==> src/rtl/tls_map.svh <==
// register offsets, reset values and field positions of the torque limit select block
// assumes a 32-bit apb slave with one aligned word per register
// Behaviour
// RQ1: forward request active: forward limit is min of forward internal and external setting.
// RQ2: forward request inactive: forward limit is forward internal setting only.
// RQ3: reverse request active: reverse limit is min of reverse internal and named external.
// RQ4: reverse request inactive: reverse limit is reverse internal setting only.
// RQ5: all four limit settings are percent of rated torque, one percent steps.
// RQ6: limited flag is asserted exactly while output torque is being limited.
// RQ7: forward and reverse request terminals chosen by input-assignment digits two and three.
// RQ8: limited flag drives the terminal chosen by output-assignment lowest digit.
// RQ9: encoder usage digit: 0 fitted, 1 incremental, 2 single-turn; applies after restart.
// RQ10: absolute encoder supplies retained position at power-up, no homing needed.
// RQ11: applied torque is further clipped to the attached motor's maximum torque.
// RQ12: request and setting changes take effect on the next control cycle.
`ifndef TLS_MAP_SVH
`define TLS_MAP_SVH
`define TLS_OFS_FWD_INT    8'h00
`define TLS_OFS_REV_INT    8'h04
`define TLS_OFS_FWD_EXT    8'h08
`define TLS_OFS_REV_EXT    8'h0C
`define TLS_OFS_IN_ASSIGN  8'h10
`define TLS_OFS_OUT_ASSIGN 8'h14
`define TLS_OFS_CTRL       8'h18
`define TLS_OFS_STATUS     8'h1C
`define TLS_OFS_INT_STAT   8'h20
`define TLS_OFS_INT_MASK   8'h24
`define TLS_OFS_FWD_ACT    8'h28
`define TLS_OFS_REV_ACT    8'h2C
`define TLS_OFS_POSITION   8'h30
`define TLS_RST_INT_LIMIT  10'h320
`define TLS_RST_EXT_LIMIT  10'h064
`define TLS_RST_IN_ASSIGN  16'h0000
`define TLS_RST_OUT_ASSIGN 16'h0000
`define TLS_FWD_DIGIT_LSB  8
`define TLS_REV_DIGIT_LSB  12
`define TLS_OUT_DIGIT_LSB  0
`define TLS_ENC_DIGIT_LSB  8
`define TLS_IRQ_LIMITED    0
`define TLS_IRQ_FWD_REQ    1
`define TLS_IRQ_REV_REQ    2
`define TLS_IRQ_W          3
`define TLS_CTRL_REV_EXT   0
`endif

==> src/rtl/tls_pkg.sv <==
// types shared by the torque limit select block
// assumes tls_map.svh supplies the numeric constants
package tls_pkg;
    typedef logic [9:0] tls_pct_t;
    typedef enum logic [1:0] {
        TLS_ENC_FOLLOW,
        TLS_ENC_INCR,
        TLS_ENC_SINGLE,
        TLS_ENC_MULTI
    } tls_enc_mode_t;
    typedef struct packed {
        tls_pct_t internal;
        tls_pct_t external;
    } tls_limit_cfg_t;
endpackage : tls_pkg

==> src/rtl/tls_top.sv <==
// torque limit select: apb registers, terminal routing, limit clipping, encoder mode
// assumes synchronous terminal inputs and one torque demand per clock
//
// The implementer's own choices: the register addresses and the APB slave port.
`timescale 1ns/100ps
`include "tls_map.svh"
module tls_top #(
    parameter int N_IN  = 8,
    parameter int N_OUT = 4
) (
    // clock and reset
    input  wire logic                clock,
    input  wire logic                sys_rst,
    // apb slave
    input  wire logic                psel,
    input  wire logic                penable,
    input  wire logic                pwrite,
    input  wire logic [7:0]          paddr,
    input  wire logic [31:0]         pwdata,
    output logic                     pready,
    output logic                     pslverr,
    output logic [31:0]              prdata,
    // terminals
    input  wire logic [N_IN-1:0]     in_term,
    output logic [N_OUT-1:0]         out_term,
    // torque path
    input  wire logic signed [11:0]  torque_ref,
    input  wire tls_pkg::tls_pct_t   motor_max,
    output logic signed [11:0]       torque_out,
    output logic                     torque_limited_flag,
    // encoder
    input  wire logic [15:0]         encoder_usage_select,
    input  wire logic [1:0]          enc_fitted,
    input  wire logic [31:0]         enc_abs_position,
    input  wire logic signed [7:0]   enc_delta,
    output logic [31:0]              position,
    output tls_pkg::tls_enc_mode_t   enc_mode,
    // interrupt
    output logic                     irq
);
    tls_pkg::tls_pct_t             fwd_internal_limit_reg;
    tls_pkg::tls_pct_t             rev_internal_limit_reg;
    tls_pkg::tls_pct_t             fwd_external_limit_reg;
    tls_pkg::tls_pct_t             rev_external_limit_reg;
    logic [15:0]                   limit_input_assign_reg;
    logic [15:0]                   limit_output_assign_reg;
    logic                          rev_ext_sel_reg;
    logic [`TLS_IRQ_W-1:0]         int_stat_reg;
    logic [`TLS_IRQ_W-1:0]         int_stat_next;
    logic [`TLS_IRQ_W-1:0]         int_mask_reg;
    logic [`TLS_IRQ_W-1:0]         events;
    logic [31:0]                   prdata_reg;
    logic [31:0]                   rdata;
    logic                          fwd_ext_limit_req;
    logic                          rev_ext_limit_req;
    logic                          fwd_req_reg;
    logic                          rev_req_reg;
    logic                          flag_reg;
    logic signed [11:0]            torque_out_reg;
    logic [N_OUT-1:0]              out_term_reg;
    logic [N_OUT-1:0]              out_term_next;
    logic                          started_reg;
    tls_pkg::tls_enc_mode_t        enc_mode_reg;
    tls_pkg::tls_enc_mode_t        enc_mode_next;
    logic [31:0]                   position_reg;
    tls_pkg::tls_limit_cfg_t       fwd_cfg;
    tls_pkg::tls_limit_cfg_t       rev_cfg;
    tls_pkg::tls_pct_t             fwd_limit;
    tls_pkg::tls_pct_t             rev_limit;
    logic                          fwd_limited;
    logic                          rev_limited;
    logic                          negative;
    logic [10:0]                   magnitude;
    logic [10:0]                   fwd_demand;
    logic [10:0]                   rev_demand;
    logic                          limited_now;
    logic signed [11:0]            torque_next;
    logic [3:0]                    enc_digit;
    logic                          wr_en;
    logic                          rd_setup;
    logic                          mapped;

    // apb decode; zero wait states, slverr on unmapped
    assign wr_en    = psel && penable && pwrite && mapped;
    assign rd_setup = psel && !penable && !pwrite;
    assign mapped   = (paddr == `TLS_OFS_FWD_INT)   || (paddr == `TLS_OFS_REV_INT)
                   || (paddr == `TLS_OFS_FWD_EXT)   || (paddr == `TLS_OFS_REV_EXT)
                   || (paddr == `TLS_OFS_IN_ASSIGN) || (paddr == `TLS_OFS_OUT_ASSIGN)
                   || (paddr == `TLS_OFS_CTRL)      || (paddr == `TLS_OFS_STATUS)
                   || (paddr == `TLS_OFS_INT_STAT)  || (paddr == `TLS_OFS_INT_MASK)
                   || (paddr == `TLS_OFS_FWD_ACT)   || (paddr == `TLS_OFS_REV_ACT)
                   || (paddr == `TLS_OFS_POSITION);
    assign pready  = 1'b1;
    assign pslverr = psel && penable && !mapped;
    assign prdata  = prdata_reg;

    always_comb begin
        unique case (paddr)
            `TLS_OFS_FWD_INT:    rdata = {22'h00_0000, fwd_internal_limit_reg};
            `TLS_OFS_REV_INT:    rdata = {22'h00_0000, rev_internal_limit_reg};
            `TLS_OFS_FWD_EXT:    rdata = {22'h00_0000, fwd_external_limit_reg};
            `TLS_OFS_REV_EXT:    rdata = {22'h00_0000, rev_external_limit_reg};
            `TLS_OFS_IN_ASSIGN:  rdata = {16'h0000, limit_input_assign_reg};
            `TLS_OFS_OUT_ASSIGN: rdata = {16'h0000, limit_output_assign_reg};
            `TLS_OFS_CTRL:       rdata = {31'h0000_0000, rev_ext_sel_reg};
            `TLS_OFS_STATUS:     rdata = {26'h000_0000, enc_mode_reg, started_reg,
                                          flag_reg, rev_req_reg, fwd_req_reg};
            `TLS_OFS_INT_STAT:   rdata = {29'h0000_0000, int_stat_reg};
            `TLS_OFS_INT_MASK:   rdata = {29'h0000_0000, int_mask_reg};
            `TLS_OFS_FWD_ACT:    rdata = {22'h00_0000, fwd_limit};
            `TLS_OFS_REV_ACT:    rdata = {22'h00_0000, rev_limit};
            `TLS_OFS_POSITION:   rdata = position_reg;
            default:             rdata = 32'h0000_0000;
        endcase
    end

    // RQ5 one percent per lsb
    always_ff @(posedge clock or posedge sys_rst) begin
        if (sys_rst) begin
            fwd_internal_limit_reg <= `TLS_RST_INT_LIMIT;
            rev_internal_limit_reg <= `TLS_RST_INT_LIMIT;
            fwd_external_limit_reg <= `TLS_RST_EXT_LIMIT;
            rev_external_limit_reg <= `TLS_RST_EXT_LIMIT;
        end else if (wr_en) begin
            if (paddr == `TLS_OFS_FWD_INT) fwd_internal_limit_reg <= pwdata[9:0];
            if (paddr == `TLS_OFS_REV_INT) rev_internal_limit_reg <= pwdata[9:0];
            if (paddr == `TLS_OFS_FWD_EXT) fwd_external_limit_reg <= pwdata[9:0];
            if (paddr == `TLS_OFS_REV_EXT) rev_external_limit_reg <= pwdata[9:0];
        end
    end

    always_ff @(posedge clock or posedge sys_rst) begin
        if (sys_rst) begin
            limit_input_assign_reg  <= `TLS_RST_IN_ASSIGN;
            limit_output_assign_reg <= `TLS_RST_OUT_ASSIGN;
            rev_ext_sel_reg         <= 1'b0;
            int_mask_reg            <= '0;
        end else if (wr_en) begin
            if (paddr == `TLS_OFS_IN_ASSIGN)  limit_input_assign_reg  <= pwdata[15:0];
            if (paddr == `TLS_OFS_OUT_ASSIGN) limit_output_assign_reg <= pwdata[15:0];
            if (paddr == `TLS_OFS_CTRL)       rev_ext_sel_reg         <= pwdata[`TLS_CTRL_REV_EXT];
            if (paddr == `TLS_OFS_INT_MASK)   int_mask_reg            <= pwdata[`TLS_IRQ_W-1:0];
        end
    end

    always_ff @(posedge clock or posedge sys_rst) begin
        if (sys_rst) begin
            prdata_reg <= 32'h0000_0000;
        end else if (rd_setup) begin
            prdata_reg <= rdata;
        end
    end

    // RQ7 request terminal routing
    tls_term_sel #(.N_TERM(N_IN)) u_fwd_sel (
        .term  (in_term),
        .digit (limit_input_assign_reg[`TLS_FWD_DIGIT_LSB +: 4]),
        .level (fwd_ext_limit_req)
    );
    tls_term_sel #(.N_TERM(N_IN)) u_rev_sel (
        .term  (in_term),
        .digit (limit_input_assign_reg[`TLS_REV_DIGIT_LSB +: 4]),
        .level (rev_ext_limit_req)
    );

    // demand split by sign; the idle direction sees zero
    assign negative   = torque_ref[11];
    assign magnitude  = negative ? 11'(-torque_ref) : torque_ref[10:0];
    assign fwd_demand = negative ? 11'h000 : magnitude;
    assign rev_demand = negative ? magnitude : 11'h000;

    // RQ1 RQ2 forward pair
    assign fwd_cfg.internal = fwd_internal_limit_reg;
    assign fwd_cfg.external = fwd_external_limit_reg;
    // RQ3 RQ4 reverse pair, forward external by default as printed
    assign rev_cfg.internal = rev_internal_limit_reg;
    assign rev_cfg.external = rev_ext_sel_reg ? rev_external_limit_reg : fwd_external_limit_reg;

    tls_limit_calc u_fwd_calc (
        .cfg       (fwd_cfg),
        .motor_max (motor_max),
        .ext_req   (fwd_ext_limit_req),
        .demand    (fwd_demand),
        .limit     (fwd_limit),
        .limited   (fwd_limited)
    );
    tls_limit_calc u_rev_calc (
        .cfg       (rev_cfg),
        .motor_max (motor_max),
        .ext_req   (rev_ext_limit_req),
        .demand    (rev_demand),
        .limit     (rev_limit),
        .limited   (rev_limited)
    );

    // RQ11 clip to selected limit
    assign limited_now = fwd_limited || rev_limited;
    assign torque_next = fwd_limited ? $signed({2'b00, fwd_limit})
                       : rev_limited ? -$signed({2'b00, rev_limit})
                       : torque_ref;

    // RQ8 flag onto chosen terminal
    for (genvar i = 0; i < N_OUT; i++) begin : g_out
        assign out_term_next[i] = limited_now
                               && (limit_output_assign_reg[`TLS_OUT_DIGIT_LSB +: 4] == 4'(i));
    end

    // RQ12 registered each cycle, no restart needed
    always_ff @(posedge clock or posedge sys_rst) begin
        if (sys_rst) begin
            torque_out_reg <= 12'h000;
            flag_reg       <= 1'b0;
            out_term_reg   <= '0;
            fwd_req_reg    <= 1'b0;
            rev_req_reg    <= 1'b0;
        end else begin
            torque_out_reg <= torque_next;
            // RQ6 flag tracks limiting
            flag_reg       <= limited_now;
            out_term_reg   <= out_term_next;
            fwd_req_reg    <= fwd_ext_limit_req;
            rev_req_reg    <= rev_ext_limit_req;
        end
    end
    assign torque_out          = torque_out_reg;
    assign torque_limited_flag = flag_reg;
    assign out_term            = out_term_reg;

    // sticky events; a new event beats a same-cycle clear
    assign events[`TLS_IRQ_LIMITED] = limited_now && !flag_reg;
    assign events[`TLS_IRQ_FWD_REQ] = fwd_ext_limit_req != fwd_req_reg;
    assign events[`TLS_IRQ_REV_REQ] = rev_ext_limit_req != rev_req_reg;
    assign int_stat_next = (int_stat_reg & ~((wr_en && paddr == `TLS_OFS_INT_STAT)
                                             ? pwdata[`TLS_IRQ_W-1:0] : '0)) | events;
    always_ff @(posedge clock or posedge sys_rst) begin
        if (sys_rst) begin
            int_stat_reg <= '0;
        end else begin
            int_stat_reg <= int_stat_next;
        end
    end
    assign irq = |(int_stat_reg & int_mask_reg);

    // RQ9 mode caught once after reset release; later digit changes wait for restart
    assign enc_digit = encoder_usage_select[`TLS_ENC_DIGIT_LSB +: 4];
    always_comb begin
        unique case (enc_digit)
            4'h1:    enc_mode_next = tls_pkg::TLS_ENC_INCR;
            4'h2:    enc_mode_next = tls_pkg::TLS_ENC_SINGLE;
            default: enc_mode_next = tls_pkg::tls_enc_mode_t'(enc_fitted);
        endcase
    end

    always_ff @(posedge clock or posedge sys_rst) begin
        if (sys_rst) begin
            started_reg  <= 1'b0;
            enc_mode_reg <= tls_pkg::TLS_ENC_INCR;
            position_reg <= 32'h0000_0000;
        end else if (!started_reg) begin
            started_reg  <= 1'b1;
            enc_mode_reg <= enc_mode_next;
            // RQ10 absolute modes reload retained position
            position_reg <= (enc_mode_next == tls_pkg::TLS_ENC_INCR) ? 32'h0000_0000 : enc_abs_position;
        end else begin
            position_reg <= position_reg + 32'(enc_delta);
        end
    end
    assign position = position_reg;
    assign enc_mode = enc_mode_reg;
endmodule : tls_top

==> src/rtl/tls_term_sel.sv <==
// picks one input terminal by a four-bit assignment digit
// assumes terminals are already synchronous to the clock
`timescale 1ns/100ps
module tls_term_sel #(
    parameter int N_TERM = 8
) (
    // terminals
    input  wire logic [N_TERM-1:0] term,
    // selection
    input  wire logic [3:0]        digit,
    output logic                   level
);
    // digits past the last terminal mean unassigned, read as open
    assign level = (32'(digit) < N_TERM) ? term[digit[$clog2(N_TERM)-1:0]] : 1'b0;
endmodule : tls_term_sel

==> src/rtl/tls_limit_calc.sv <==
// one direction's active limit and clipping decision
// assumes magnitudes in percent of rated torque
`timescale 1ns/100ps
module tls_limit_calc (
    // settings
    input  wire tls_pkg::tls_limit_cfg_t cfg,
    input  wire tls_pkg::tls_pct_t       motor_max,
    // request and demand
    input  wire logic                    ext_req,
    input  wire logic [10:0]             demand,
    // result
    output tls_pkg::tls_pct_t            limit,
    output logic                         limited
);
    tls_pkg::tls_pct_t sel_limit;
    // RQ1 RQ3 min when requested
    assign sel_limit = (ext_req && cfg.external < cfg.internal) ? cfg.external : cfg.internal;
    // RQ11 motor maximum clip
    assign limit = (motor_max < sel_limit) ? motor_max : sel_limit;
    // RQ6 demand above limit
    assign limited = demand > {1'b0, limit};
endmodule : tls_limit_calc

==> config.mk <==
export PLATFORM = sky130hd
export DESIGN_NAME = tls_top
export DESIGN_NICKNAME = d
export VERILOG_FILES = /design/src/rtl/tls_pkg.sv /design/src/rtl/tls_top.sv /design/src/rtl/tls_term_sel.sv /design/src/rtl/tls_limit_calc.sv
export VERILOG_INCLUDE_DIRS = /design/src /design/src/rtl
export SDC_FILE = /design/constraint.sdc
export NUM_CORES = 1
export LEC_CHECK = 0
export ABC_AREA = 1
export BUFFER_PORTS_ARGS = -buffer_cell sky130_fd_sc_hd__buf_4
export CAP_MARGIN = 20
export CORE_UTILIZATION = 42
export CTS_BUF_LIST = sky130_fd_sc_hd__clkbuf_8
export CTS_CLUSTER_DIAMETER = 150
export DETAILED_ROUTE_END_ITERATION = 10
export SETUP_SLACK_MARGIN = 0.15
export SLEW_MARGIN = 20
export SYNTH_ARGS = -nofsm -noshare
export SYNTH_HDL_FRONTEND = slang
export SYNTH_HIERARCHICAL = 1
export SYNTH_SLANG_ARGS = --single-unit
==> constraint.sdc <==
create_clock -name clock -period 6.2 [get_ports clock]
set_input_delay 0.31 -clock clock [delete_from_list [all_inputs] [get_ports clock]]
set_output_delay 0.31 -clock clock [all_outputs]
set_load 0.1 [all_outputs]
# ---- Word level (Yosys, flattened, before mapping)
# Cells that the tools add are included.
# Widths: inputs -> output; s select.
dict set report word_totals {
  ff_bits 165
  output_inout_bits 86
  wordCells 118
}
dict set report classes {
  add_sub_neg 3
  n_lt_le_gt_ge 10
  eq_ne 20
  muxes 21
  n_bitwise 4
  reduce_logical 42
}
# cell n
set op_table {}
lappend op_table {{$pmux 32 s13} 1}
lappend op_table {{$mux 32} 2}
lappend op_table {{$mux 10} 5}
lappend op_table {{$eq 8x6->1 const B} 5}
lappend op_table {{$lt 10x10->1} 4}
lappend op_table {{$mux 11} 3}
lappend op_table {{$add 32x32->32} 1}
lappend op_table {{$eq 8x5->1 const B} 4}
lappend op_table {{$mux 12} 2}
lappend op_table {{$gt 11x10->1} 2}
lappend op_table {{$eq 8x4->1 const B} 2}
lappend op_table {{$reduce_and 2->1} 8}
lappend op_table {{$logic_and 1x1->1} 14}
lappend op_table {{$logic_or 1x1->1} 13}
lappend op_table {{$eq 4x2->1 const B} 3}
lappend op_table {{$neg 10->12} 1}
lappend op_table {{$neg 11->11} 1}
lappend op_table {{$eq 4x1->1 const B} 2}
lappend op_table {{$eq 8x3->1 const B} 1}
lappend op_table {{$logic_not 8->1} 1}
lappend op_table {{$lt 3x4->1 const B} 2}
lappend op_table {{$lt 4x4->1 const B} 2}
lappend op_table {{$and 3x3->3} 2}
lappend op_table {{$bmux 1 s3} 2}
lappend op_table {{10 further kinds} 17}

# ---- Depth between registers and ports, before layout
# Gate-level depths: netlist of the first run.
dict set report logic_depth {
  word_depth 19
  mapped_depth 40
  depth_no_buf 37
}

# ---- Hierarchy
# Netlist of the first run, hierarchy kept.
# mod instances cells_each area_each_um2 seq_area_each_um2
set by_module_without_submodules {}
lappend by_module_without_submodules {tls_top 1 1534 10329.9 4145.2}
lappend by_module_without_submodules {{tls_limit_calc (u_fwd_calc)} 1 218 1306.3 0.0}
lappend by_module_without_submodules {{tls_limit_calc (u_rev_calc)} 1 218 1219.9 0.0}
lappend by_module_without_submodules {tls_term_sel 2 28 111.4 0.0}

# ---- Least setup slack after synthesis of the first run
# OpenSTA, ideal clock, no wires.
dict set report synth_path {
  kind {register -> register}
  start {register rev_ext_sel_reg}
  end {register torque_out_reg[0] (netlist: torque_out[0])}
  setup_time_ns 0.090
  t_arrival_ns 4.830
  setup_slack_ns 1.280
  stages_incl_launch_ff 33
  path_cell_list {dfrtp_1 -> clkbuf_1 -> o21ai_0 -> ha_1 -> nand2_1 -> inv_1 -> nand2_1 -> nand2_1 -> nand2_1 -> nand3_4 -> clkbuf_1 -> nand2_1 -> o21ai_0 -> ha_1 -> nand2_1 -> inv_1 -> nand3_1 -> nor2_1 -> nand4_1 -> nor2_1 -> nor2_2 -> buf_6 -> buf_6 -> nand3_1 -> nand2_1 -> ha_1 -> a2111oi_0 -> o21ai_0 -> o41ai_1 -> inv_1 -> nor2_1 -> clkinv_1 -> o221ai_1}
}
# item line_no
set synth_rtl {}
lappend synth_rtl {{start, declared} tls_top.sv:47} ;# logic rev_ext_sel_reg;
lappend synth_rtl {{start signal, assigned} tls_top.sv:141} ;# if (paddr == `TLS_OFS_CTRL) rev_ext_sel_reg <= pwdata[`TLS_CTRL_REV_EXT];
lappend synth_rtl {{end signal, assigned} tls_top.sv:217} ;# torque_out_reg <= torque_next;
lappend synth_rtl {{end, declared} tls_top.sv:59} ;# logic signed [11:0] torque_out_reg;

==> results of run 1 <==
## worst max-delay path: cells and delay by family, from the launching register on
| family | cells | cell delay (ns) |
|---|---|---|
| compound gates | 6 | 1.30 |
| fa+ha+maj | 3 | 0.83 |
| buf+inv | 6 | 1.04 |
| flops | 1 | 0.49 |
| simple gates | 17 | 1.79 |
## path summary, 6_finish.rpt
check                                      from                         end  slack [ns]
setup / recovery                rev_ext_sel_reg               torque_out[1]        0.66
hold / removal                          sys_rst                  prdata[12]       -0.04
setup reg to reg                rev_ext_sel_reg               torque_out[1]        0.66
hold reg to reg                      prdata[24]                  prdata[24]        0.49
max in group asynchronous               sys_rst  limit_output_assign_reg[7]        4.73
min in group clock         enc_abs_position[14]                position[14]        0.03
## cells in the mapped netlist (3+ instances only)
| library cell | instances | area share |
|---|---|---|
| sky130_fd_sc_hd__nand2_1 | 733 | 0.21 |
| sky130_fd_sc_hd__inv_1 | 333 | 0.096 |
| sky130_fd_sc_hd__o21ai_0 | 162 | 0.062 |
| sky130_fd_sc_hd__dfrtp_1 | 152 | 0.29 |
| sky130_fd_sc_hd__nand3_1 | 140 | 0.054 |
| sky130_fd_sc_hd__nor2_1 | 127 | 0.036 |
| sky130_fd_sc_hd__ha_1 | 87 | 0.083 |
| sky130_fd_sc_hd__a21oi_1 | 63 | 0.024 |
| sky130_fd_sc_hd__clkbuf_1 | 30 | 0.0086 |
| sky130_fd_sc_hd__nand4_1 | 21 | 0.010 |
| sky130_fd_sc_hd__nand3_2 | 15 | 0.011 |
| sky130_fd_sc_hd__dfstp_2 | 13 | 0.026 |
| sky130_fd_sc_hd__nor2_2 | 12 | 0.0057 |
| sky130_fd_sc_hd__buf_6 | 10 | 0.0086 |
| sky130_fd_sc_hd__nor3_1 | 9 | 0.0034 |
| sky130_fd_sc_hd__nand2_2 | 8 | 0.0038 |
| sky130_fd_sc_hd__o21ai_1 | 8 | 0.0031 |
| sky130_fd_sc_hd__o22ai_1 | 7 | 0.0033 |
| sky130_fd_sc_hd__xnor2_1 | 7 | 0.0047 |
| sky130_fd_sc_hd__xor2_1 | 7 | 0.0047 |
| sky130_fd_sc_hd__buf_4 | 6 | 0.0034 |
| sky130_fd_sc_hd__and2_1 | 5 | 0.0024 |
| sky130_fd_sc_hd__buf_2 | 5 | 0.0019 |
| sky130_fd_sc_hd__nor4_1 | 5 | 0.0024 |
| sky130_fd_sc_hd__a22o_1 | 4 | 0.0027 |
| sky130_fd_sc_hd__a22oi_1 | 4 | 0.0023 |
| sky130_fd_sc_hd__and3_1 | 4 | 0.0019 |
| sky130_fd_sc_hd__inv_2 | 4 | 0.0011 |
| sky130_fd_sc_hd__o221ai_1 | 4 | 0.0027 |
| sky130_fd_sc_hd__a21o_1 | 3 | 0.0017 |
| sky130_fd_sc_hd__nand3b_1 | 3 | 0.0017 |
| sky130_fd_sc_hd__nor2_4 | 3 | 0.0026 |
| sky130_fd_sc_hd__o211ai_1 | 3 | 0.0017 |
| sky130_fd_sc_hd__o21bai_1 | 3 | 0.0017 |
## final cells by class
class	instances	area [µm²]	share of cell area
clock buffers	18	248	0.0162
clock inverters	14	149	0.00971
inverters	338	1270	0.0831
flip-flops and latches	165	4150	0.270
well taps	396	495	0.0323
repair buffers	220	1660	0.109
multi-input cells	1469	7360	0.480
## stage by stage
| step | utilization | std cells | worst slack, ns |
|---|---|---|---|
| 2_1_floorplan | - | 2027 | 1.28 |
| 3_3_place_gp | 0.486 | 2583 | 0.591 |
| 3_5_place_dp | 0.486 | 2583 | 0.586 |
| 5_1_grt | 0.501 | 2620 | 0.196 |
| 6_report | 0.501 | 2620 | 0.656 |
| 4_1_cts | 0.501 | 2620 | 0.562 |
## logic make-up after synthesis
kind of cell	synth area share
compound gates	0.114
flops	0.317
other cells	0.000287
fa+ha+maj	0.0848
xor+xnor	0.00938
buf+inv	0.122
simple gates	0.353
## per-layer routing
| layer | GRT usage | up-vias |
|---|---|---|
| li1 | - | 6747 |
| met1 | 0.386 | 6203 |
| met5 | 0 | - |
| met3 | 0.0337 | 52 |
| met4 | 0.0809 | 0 |
| met2 | 0.492 | 378 |
## repair_timing
item,in CTS,in global routing
gates resized for setup,0,5
endpoints found under the hold margin,5,0
setup buffers,0,0
hold buffers,5,0
endpoints found under the setup margin,0,4
## power by group through the flow
stage / logic [µW] / registers, µW / clock network, µW
after floorplan: 910 / 1970 / 0
after global placement: 2130 / 1340 / 0
after detailed placement: 2140 / 1330 / 0
after CTS: 2150 / 1310 / 823
after global routing: 2350 / 1320 / 858
final: 2160 / 1310 / 810
==> summary.md, run 1 <==
The flow ran to the end, but the final reports show violations. The final reports fail on negative hold slack. Setup repair after global routing left no endpoint under its margin. The routed design uses 2.14 mm of met3 wire. The detail route stage leaves a number of antenna-violating nets equal to 0. Derived from the worst setup path, the maximum achievable clock frequency is 180 MHz.

The tools report the buffer cell driving the clock tree root as sky130_fd_sc_hd__clkbuf_8. The tools report the total routing resource utilization after global routing as 0.289. The longest individual stage delay on the worst path was 0.49 ns. The logs give 0.307 for the sequential share of power and 94 for the pin count of the biggest net entering global routing. Yosys printed 6 warnings. The logs give 64 for the number of rows in the core area and 2,026 for the synthesized netlist cell count. In this run the deepest clock path goes through 2 buffers.

The routed length per instance was 17.3 µm; the portion of the post-synthesis area used by sequential elements was 0.317. For this design the static power due to leakage is 0.00883 µW. The congestion estimate from routability-driven global placement came to 0.943.

The critical path required time was 6.58 ns. The initial core utilization was 0.428; the number of DRC markers after the initial detailed-route iteration was 974. Detailed placement finished with a half-perimeter wire length of 35.7 mm. On the critical path, the stage with the largest delay is an instance of sky130_fd_sc_hd__dfrtp_1. A synthesized cell averages 6.46 µm².

On the final layout, the worst clock skew is 0.0151 ns. Setup violations remaining at the end of the flow were counted as 0. The share of cells above drive strength 1 was 0.140; the total negative setup slack was 0 ns.

Tightest slew margin relative to the limit: 0.314. The number of antenna violations at the first check in global routing was 0; the post-route DRC violation count was 0. The final count of pins violating max slew is 0. The share of total power in combinational logic is 0.504, and the post-CTS clock slew at the launch and capture registers of the worst setup and hold paths is 0.09 ns.

The tools report the met1 routed wirelength after detailed routing as 20.4 mm. In the detailed route, the total length drawn on met2 is 21.8 mm. The first global-routing pass estimated 69.8 mm of wire. The cell that appears most often on the critical path is sky130_fd_sc_hd__nand2_1. The async set-reset flop share out of synthesis was 1.00.

The tools report the launching element type of the critical path as a register. The smallest clock period supported by the final layout is computed as 5.54 ns. The repair_antennas step left the layout with diodes totalling 0.

Summed over all layers, the global routing overflow is 0. Compared with the post-synthesis result, the final layout area differs by 17.2%. The clock tree synthesis step divided the H-tree into 4 levels. The library cell used most frequently in the layout, excluding fill and tap cells, is sky130_fd_sc_hd__nand2_1. The count of buffers inserted at the top-level ports is 189. Path category of the worst min-delay check: primary input to asynchronous set/reset pin.

After synthesis, the netlist uses 54 different library cells. The die is 178 µm tall. The die outline width came out at 178 µm. For the I/O pin count, the log shows 219.

The source-to-sink clock delay at the later pin of the worst-skew pair came out at 0.49 ns. The data arrival time of the critical path was 5.93 ns. The number of cells on the worst reg-to-reg path is 32. The core region is 30,600 µm². The most used flip-flop cell after synthesis is sky130_fd_sc_hd__dfrtp_1. After synthesis the netlist holds a flip-flop and latch count of 165. The number of hold-slack violations in the final timing report is 14, and the period utilization is 0.894.

The measured slew at the worst slew-check pin is 1.03 ns. The tools report the worst slack on hold paths as -0.0361 ns. The power per unit of standard cell area is 279 nW/µm², and the internal portion of total power is 2070 µW.

For the clock power share, the log shows 0.189. The tools report the filler cell count as 3,202. TritonCTS built the clock tree. In this run, synthesis inferred 0 flip-flops with an integrated enable. Total CTS buffers: 17. Summing all non-filler instances in the final layout gives an area of 15,300 µm².

Max-cap violations in this run came to 0. The kind of critical path is register to register. Placement-stage cell area: 14,900 µm².

Number of vias per cell: 5.11. The routed design has 45.2 mm of wire. Along the worst path, the maximum fanout reaches 19.

The final route contains 13,380 vias. Number of sinks driven by the clock tree: 165. For this run, the detailed router's first-pass iteration total came to 7. The summed instance area of the synthesized netlist is 13,100 µm², and the largest voltage drop on the vdd net is 0.446 mV.

The highest layer touched by signal routing is met4. The design draws 4280 µW. For the net count of the finished layout, the log shows 2,432. The library cells used most frequently in the layout, excluding fill and tap cells, are sky130_fd_sc_hd__nand2_1 (733), sky130_fd_sc_hd__inv_1 (332), sky130_fd_sc_hd__buf_4 (215).

The die covers 31,800 µm². The via count of the first global-routing pass is 12,727. STA classifies the critical path endpoint as a register.

The switching power came out at 2210 µW. Switching portion of total power: 0.516.
No activity file was read; power rests on OpenSTA's default activity.
==> inputs of run 2 (changes only) <==
CORE_UTILIZATION = 35   (was 42)
==> run 2 against run 1 <==
  * Combinational power barely moved
  * Critical endpoint is now torque_out[10]
  * Fmax decreased by 0.62%
  * Cell area rose by 0.82%
  * Critical path type unchanged
  * Via count rose by 0.90%
  * The flow now finishes without violations
  * Final cell count is 2.7% higher
==> summary.md, run 2 (same netlist as run 1, synthesis figures left out) <==
The run finished with clean final reports. The worst setup path is launched from a register. The run gives 0.243 as the total routing resource utilization after global routing.

Kind of critical path: register to register. Internal power comes to 2120 µW. The measured slew at the worst slew-check pin is 1.09 ns. The logs give 38,100 µm² for the die outline area and 4 for the H-tree depth reported by CTS. The run gives 2220 µW as the switching power. The share of cells above drive strength 1 is 0.143. Clock skew on the completed layout was measured at 0.0182 ns.

Leaving out fill and tap cells, the most frequent cells in the layout are sky130_fd_sc_hd__nand2_1 (733), sky130_fd_sc_hd__inv_1 (332), sky130_fd_sc_hd__buf_4 (216). The run gives 0 ns as the total negative setup slack. Power spread over the standard cell area amounts to 281 nW/µm². The count of buffers added on input and output ports is 189. STA puts the critical path data required time at 6.53 ns. The number of antenna diodes in the final layout is 0. For the number of hold-slack violations in the final timing report, the log shows 0.

Setup violations remaining at the end of the flow were counted as 0. The number of antenna violations at the first check in global routing was 0; the vertical extent of the die was 195 µm. The number of vias per cell is 5.02. The detailed-route via count is 13,500, and the post-CTS clock slew at the launch and capture registers of the worst setup and hold paths is 0.11 ns.

At the worst endpoint, the arrival time is 5.91 ns. For the sequential share of power, the log shows 0.299. The run gives 0.199 as the clock power share. Clock latency on the worst-skew pair, taken at its later pin, is 0.49 ns. The residual antenna-violating net count after detailed routing was 0; the final global-route overflow total was 0. The final count of pins violating max slew is 0. Across the run, the number of max-cap violations was 0. The number of DRC markers after the initial detailed-route iteration is 1,108. The endpoint class of the critical path was a register.

The tools report the share of total power in combinational logic as 0.502. The run gives 0.00885 µW as the leakage power summed over all cells. The region available for standard cell placement spans 36,700 µm². The first global-routing pass estimated 72.1 mm of wire. For the initial core utilization, the log shows 0.356. TritonCTS built the clock tree. The floorplan step set the die width to 195 µm. The via count of the first global-routing pass is 13,066, and the routed length per instance is 17.1 µm.

The tools report the buffer cell driving the clock tree root as sky130_fd_sc_hd__clkbuf_8. The largest fanout of any net on the critical path is 12, and the number of rows in the core area is 70. The maximum achievable frequency is 179 MHz. IR analysis of the VDD net gives a maximum drop of 0.401 mV. The I/O pin count came out at 219.

For this run, design rule violations remaining after detail routing come to 0. The logs give 0.948 for the placer's final routability congestion estimate and 36.5 mm for the sum of net half-perimeters after detailed placement. The area added between synthesis and finish is 18.2%, and the filler cell count is 3,914. Leaving out fill and tap cells, the most frequent cell in the layout is sky130_fd_sc_hd__nand2_1.

The tightest slew margin relative to the limit came out at 0.272. Wires add up to 46.1 mm. Subtracting the final worst setup slack from the clock period gives 5.58 ns.

The period utilization is 0.900, and the number of sinks driven by the clock tree is 165. The switching portion of total power came out at 0.512. The tools report the utilization after layout as 0.421. The clock passes through at most 2 buffers. In the final design database the tool counted 2,430 nets. Setup repair after global routing left no endpoint under its margin. The min-delay analysis places its worst path in the category primary input to register. For this run, the detailed router's first-pass iteration total came to 6. Entering global routing, the biggest net connects 68 pins. In this run, CTS created clock tree buffers numbering 17.
run 2: cell types whose count changed in the layout (fill, tap and decap cells not counted), sizes merged:
cell and change:
dlygate4sd3 -4, clkinv -2, inv +2, buf +1, bufinv +1, clkinvlp -1
nand3 +1
run 2: final timing paths:
path	startpoint	endpoint	slack, ns	cells past startpoint
max	rev_ext_sel_reg	torque_out[10]	0.62	27
min	enc_abs_position[13]	position[13]	0.03	3
max reg2reg	rev_ext_sel_reg	torque_out[10]	0.62	27
min reg2reg	limit_output_assign_reg[1]	out_term[0]	0.48	1
max in group asynchronous	sys_rst	rev_ext_sel_reg	4.51	4
min in group asynchronous	sys_rst	limit_input_assign_reg[15]	0.46	3
run 2: what timing repair did:
action	CTS	global route
endpoints found under the hold margin	54	0
endpoints found under the setup margin	0	17
hold buffers	1	0
resized for setup	0	15
setup buffers	0	4
run 2: layer usage:
layer	vias up	share of wire	global-route usage
li1	6759	-	-
met1	6244	0.44	0.322
met2	432	0.48	0.413
met3	65	0.056	0.0323
met4	0	0.026	0.0717
met5	-	0	0
run 2: area by class of cell:
class / instances / area (µm²) / area share
multi-input cells: 1470 / 7380 / 0.477
flip-flops and latches: 165 / 4150 / 0.268
repair buffers: 217 / 1630 / 0.106
inverters: 338 / 1270 / 0.0824
well taps: 468 / 586 / 0.0379
clock buffers: 18 / 248 / 0.0160
clock inverters: 14 / 190 / 0.0123
run 2: power by group through the flow:
stage,registers (µW),clock network (µW),logic (µW)
floorplan,1970,0,910
global placement,1320,0,2150
detailed placement,1320,0,2160
CTS,1300,883,2170
global route,1310,922,2360
finish,1300,862,2180
run 2: critical path, cell delays in order (launching register included):
cell	delay, ns
sky130_fd_sc_hd__dfrtp_4	0.57
sky130_fd_sc_hd__buf_4	0.21
sky130_fd_sc_hd__nand2_1	0.07
sky130_fd_sc_hd__o21ai_1	0.13
sky130_fd_sc_hd__ha_1	0.34
sky130_fd_sc_hd__nand2_1	0.06
sky130_fd_sc_hd__a21oi_1	0.07
sky130_fd_sc_hd__nor2_2	0.26
sky130_fd_sc_hd__nand3_2	0.21
sky130_fd_sc_hd__o21ai_0	0.51
sky130_fd_sc_hd__ha_1	0.34
sky130_fd_sc_hd__a21oi_1	0.15
sky130_fd_sc_hd__nor2_1	0.07
sky130_fd_sc_hd__nor2_2	0.15
sky130_fd_sc_hd__nand2_4	0.13
sky130_fd_sc_hd__buf_4	0.18
sky130_fd_sc_hd__nand2_1	0.05
sky130_fd_sc_hd__nand2_1	0.05
sky130_fd_sc_hd__ha_1	0.29
sky130_fd_sc_hd__nand2_1	0.10
sky130_fd_sc_hd__nor2_1	0.04
sky130_fd_sc_hd__a2111oi_0	0.34
sky130_fd_sc_hd__o21ai_0	0.15
sky130_fd_sc_hd__o41ai_1	0.10
sky130_fd_sc_hd__inv_1	0.17
sky130_fd_sc_hd__inv_1	0.18
sky130_fd_sc_hd__nor4_1	0.07
sky130_fd_sc_hd__a221oi_1	0.43
run 2: metrics by stage:
step	std cells	total power (µW)	hold slack (ns)	cell area [µm²]	worst slack, ns
2_1_floorplan	2027	2880	0.405	13100	1.28
3_3_place_gp	2652	3470	0.445	14900	0.603
3_5_place_dp	2652	3480	0.450	14900	0.443
4_1_cts	2685	4350	0.000747	15400	0.418
5_1_grt	2690	4590	0.00710	15500	0.103
6_report	2690	4340	0.0304	15500	0.621
==> inputs of run 3 (changes only) <==
BUFFER_PORTS_ARGS = -buffer_cell sky130_fd_sc_hd__buf_2   (was -buffer_cell sky130_fd_sc_hd__buf_4)
==> run 3 against run 2 <==
  * Via count increased by 0.17%
  * Clock power decreased by 3.4%
  * Combinational power decreased by 4%
  * Final cell count decreased by 0.33%
  * Sequential power about the same
  * Sequential share of layout area increased by 1.0 points
  * Global-route usage decreased by 0.29 points
  * Utilization decreased by 1.6 points
  * Register-to-register slack improved by 0.13 ns
  * Worst setup slack improved by 0.13 ns
  * Power decreased by 3.0%
  * Highest routed layer unchanged
==> summary.md, run 3 (same netlist as run 1, synthesis figures left out) <==
Summing over every cut layer, the via total after detailed routing is 13,523. The H-tree was split into 4 levels. In this design, the largest share of critical-path delay is due to simple AND/OR/NAND/NOR gates. Using the TritonRoute via totals, the vias-per-cell ratio works out to 5.04.

Final count of pins violating max slew: 0. After detailed routing, the average wire length per cell comes to 17.0 µm. The length of routed met2 wiring is 22.2 mm, and the number of buffers and inverters on the critical path is 6. In this run, post-CTS hold repair placed 0 buffers.

The run finished with clean final reports. The most frequent standard cell in the layout excluding fill and tap cells was sky130_fd_sc_hd__nand2_1. The critical path required time was 6.59 ns; the number of hold-slack violations in the final timing report was 0.

The post-route DRC violation count came out at 0. The area added between synthesis and finish came out at 13.8%. After detailed placement, the design holds a cell count of 2,649.

TritonCTS built the clock tree. The longest individual stage delay on the worst path is 0.48 ns. The die outline width was 195 µm. The run gives 6 as the iteration count of the initial detailed-routing pass.

Setup violations remaining at the end of the flow were counted as 0. Across the whole layout, storage elements account for 4150 µm². In the detailed route, the total length drawn on met3 is 2.41 mm. In the layout the commonest cells are sky130_fd_sc_hd__nand2_1 (733), sky130_fd_sc_hd__inv_1 (332), sky130_fd_sc_hd__buf_2 (189). The standard cell core area was 36,700 µm². After the first detailed-routing iteration, the DRC count stood at 1,097. Data arrives at the worst endpoint at 5.84 ns. The tree is rooted in a sky130_fd_sc_hd__clkbuf_8. The buffer count from post-CTS setup fixing came out at 0.

Timing would allow up to 183 MHz. The share of cells above drive strength 1 works out to 0.140. The final standard cell count with taps included and fillers excluded was 2,681.

The endpoint class of the critical path is a register. The run gives 0.946 as the placer's final routability congestion estimate. Period utilization: 0.879.

The I/O pin count came out at 219. The logs give 2,421 for the net count of the finished layout and 0 for the antenna diode instance count. Number of rows in the core area: 70.

The run gives 0 as the number of antenna violations at the first check in global routing. The total wire length after detailed routing was 45.5 mm; the measured slew at the worst slew-check pin was 0.983 ns. The tools report the largest voltage drop on the vdd net as 0.416 mV. In this run the worst hold path is classified as primary input to register.

The residual antenna-violating net count after detailed routing was 0; the total CTS buffers was 17. Launching element type of the critical path: a register. The total routing resource utilization after global routing was 0.241. The tools report the number of maximum-capacitance constraint violations as 0. The first global-routing pass estimated 71.1 mm of wire. After legalization and detailed placement, the total HPWL measured 35.9 mm.

After detailed routing, the wire length on met1 is 20.2 mm. Global routing finished with a remaining overflow of 0. The worst setup path is of the register to register kind. The floorplan step defined a die boundary enclosing 38,100 µm². After detailed routing, no signal wire sits above met4.

The tightest slew margin relative to the limit came out at 0.345. The worst-path cell with the longest stage delay was sky130_fd_sc_hd__dfrtp_1. The count of buffers added on input and output ports is 189.

The final critical delay including setup and external delays was 5.45 ns. In this design, the critical path's most frequently occurring cell is sky130_fd_sc_hd__nand2_1. Entering global routing, the biggest net connects 108 pins.

The design draws 4210 µW. After clock tree synthesis, the clock-pin slew on the worst setup and hold paths is 0.10 ns. The clock tree skew after final layout was 0.0129 ns. Summed over all cells, the static leakage comes to 0.00868 µW.

The filler cell count was 3,999; the power per unit of standard cell area was 283 nW/µm². Setup repair after global routing left no endpoint under its margin. The run gives 2 as the maximum number of buffers from clock root to sink. Summed over all failing endpoints, the final setup total negative slack is 0 ns. The largest fanout of any net on the critical path is 19, and the vertical extent of the die is 195 µm.

At the later pin of the worst-skew pair, clock insertion delay measures 0.48 ns. The run gives 0.356 as the initial core utilization. The number of sinks driven by the clock tree was 165.

In the final layout, the multi-input gates occupy 7360 µm². For the via count of the first global-routing pass, the log shows 12,959.
## run 3: changes by cell type in the layout (fill, tap and decap cells not counted), moves of 2 or more
| cell | previous run | this run |
|---|---|---|
| sky130_fd_sc_hd__clkinv_2 | 0 | 2 |
| sky130_fd_sc_hd__buf_4 | 216 | 20 |
| sky130_fd_sc_hd__buf_2 | 0 | 189 |
| sky130_fd_sc_hd__nand3_2 | 17 | 15 |
| sky130_fd_sc_hd__o21ai_0 | 155 | 152 |
| sky130_fd_sc_hd__o21ai_2 | 1 | 3 |
| sky130_fd_sc_hd__clkbuf_8 | 18 | 20 |
| sky130_fd_sc_hd__clkinv_8 | 3 | 0 |
## run 3: final cells by class
cell class                 count  share of cell area
sequential                   165               0.279
clock buffer                  20              0.0185
clock inverter                12             0.00942
multi-input combinational   1469               0.495
timing repair buffer         209              0.0736
inverter                     338              0.0856
tap                          468              0.0393
## run 3: per-stage QoR
| step | hold slack (ns) | setup WS (ns) | utilization | cell area (µm²) |
|---|---|---|---|---|
| floorplan | 0.405 | 1.28 | - | 13100 |
| global placement | 0.453 | 0.577 | 0.394 | 14400 |
| detailed placement | 0.460 | 0.398 | 0.394 | 14400 |
| CTS | 0.00850 | 0.372 | 0.405 | 14900 |
| global route | 0.0259 | 0.150 | 0.406 | 14900 |
| finish | 0.0344 | 0.748 | 0.406 | 14900 |
## run 3: worst reg2reg max path, delay by kind of cell (launching register included)
| family | cells | cell delay (ns) |
|---|---|---|
| AND/OR/NAND/NOR | 18 | 1.89 |
| AO/OA/AOI/OAI | 10 | 1.42 |
| buffers and inverters | 6 | 1.00 |
| adder cells (fa/ha/maj) | 2 | 0.59 |
| flip-flops | 1 | 0.48 |
## run 3: report_power, final
part / internal [µW] / switching [µW] / total [µW]
clock: 397 / 436 / 833
combinational: 479 / 1610 / 2090
sequential: 1170 / 112 / 1290
## run 3: repair_timing
action / CTS / global route
endpoints found under the hold margin: 0 / 0
gates resized for setup: 0 / 17
setup endpoints to repair: 0 / 18
## run 3: final timing paths
| check | startpoint | endpoint | slack (ns) | depth (start not counted) |
|---|---|---|---|---|
| max | limit_input_assign_reg[8] | torque_out[2] | 0.75 | 36 |
| min | enc_abs_position[14] | position[14] | 0.03 | 3 |
| max reg2reg | limit_input_assign_reg[8] | torque_out[2] | 0.75 | 36 |
| min reg2reg | limit_output_assign_reg[1] | out_term[0] | 0.48 | 1 |
| max in group asynchronous | sys_rst | rev_ext_sel_reg | 4.70 | 3 |
| min in group asynchronous | sys_rst | prdata[10] | 0.05 | 2 |
## run 3: layer usage
metal  track usage  vias to the layer above
met2         0.420                      423
met3        0.0264                       40
met5             0                        -
met1         0.320                     6322
met4        0.0496                        0
li1              -                     6738
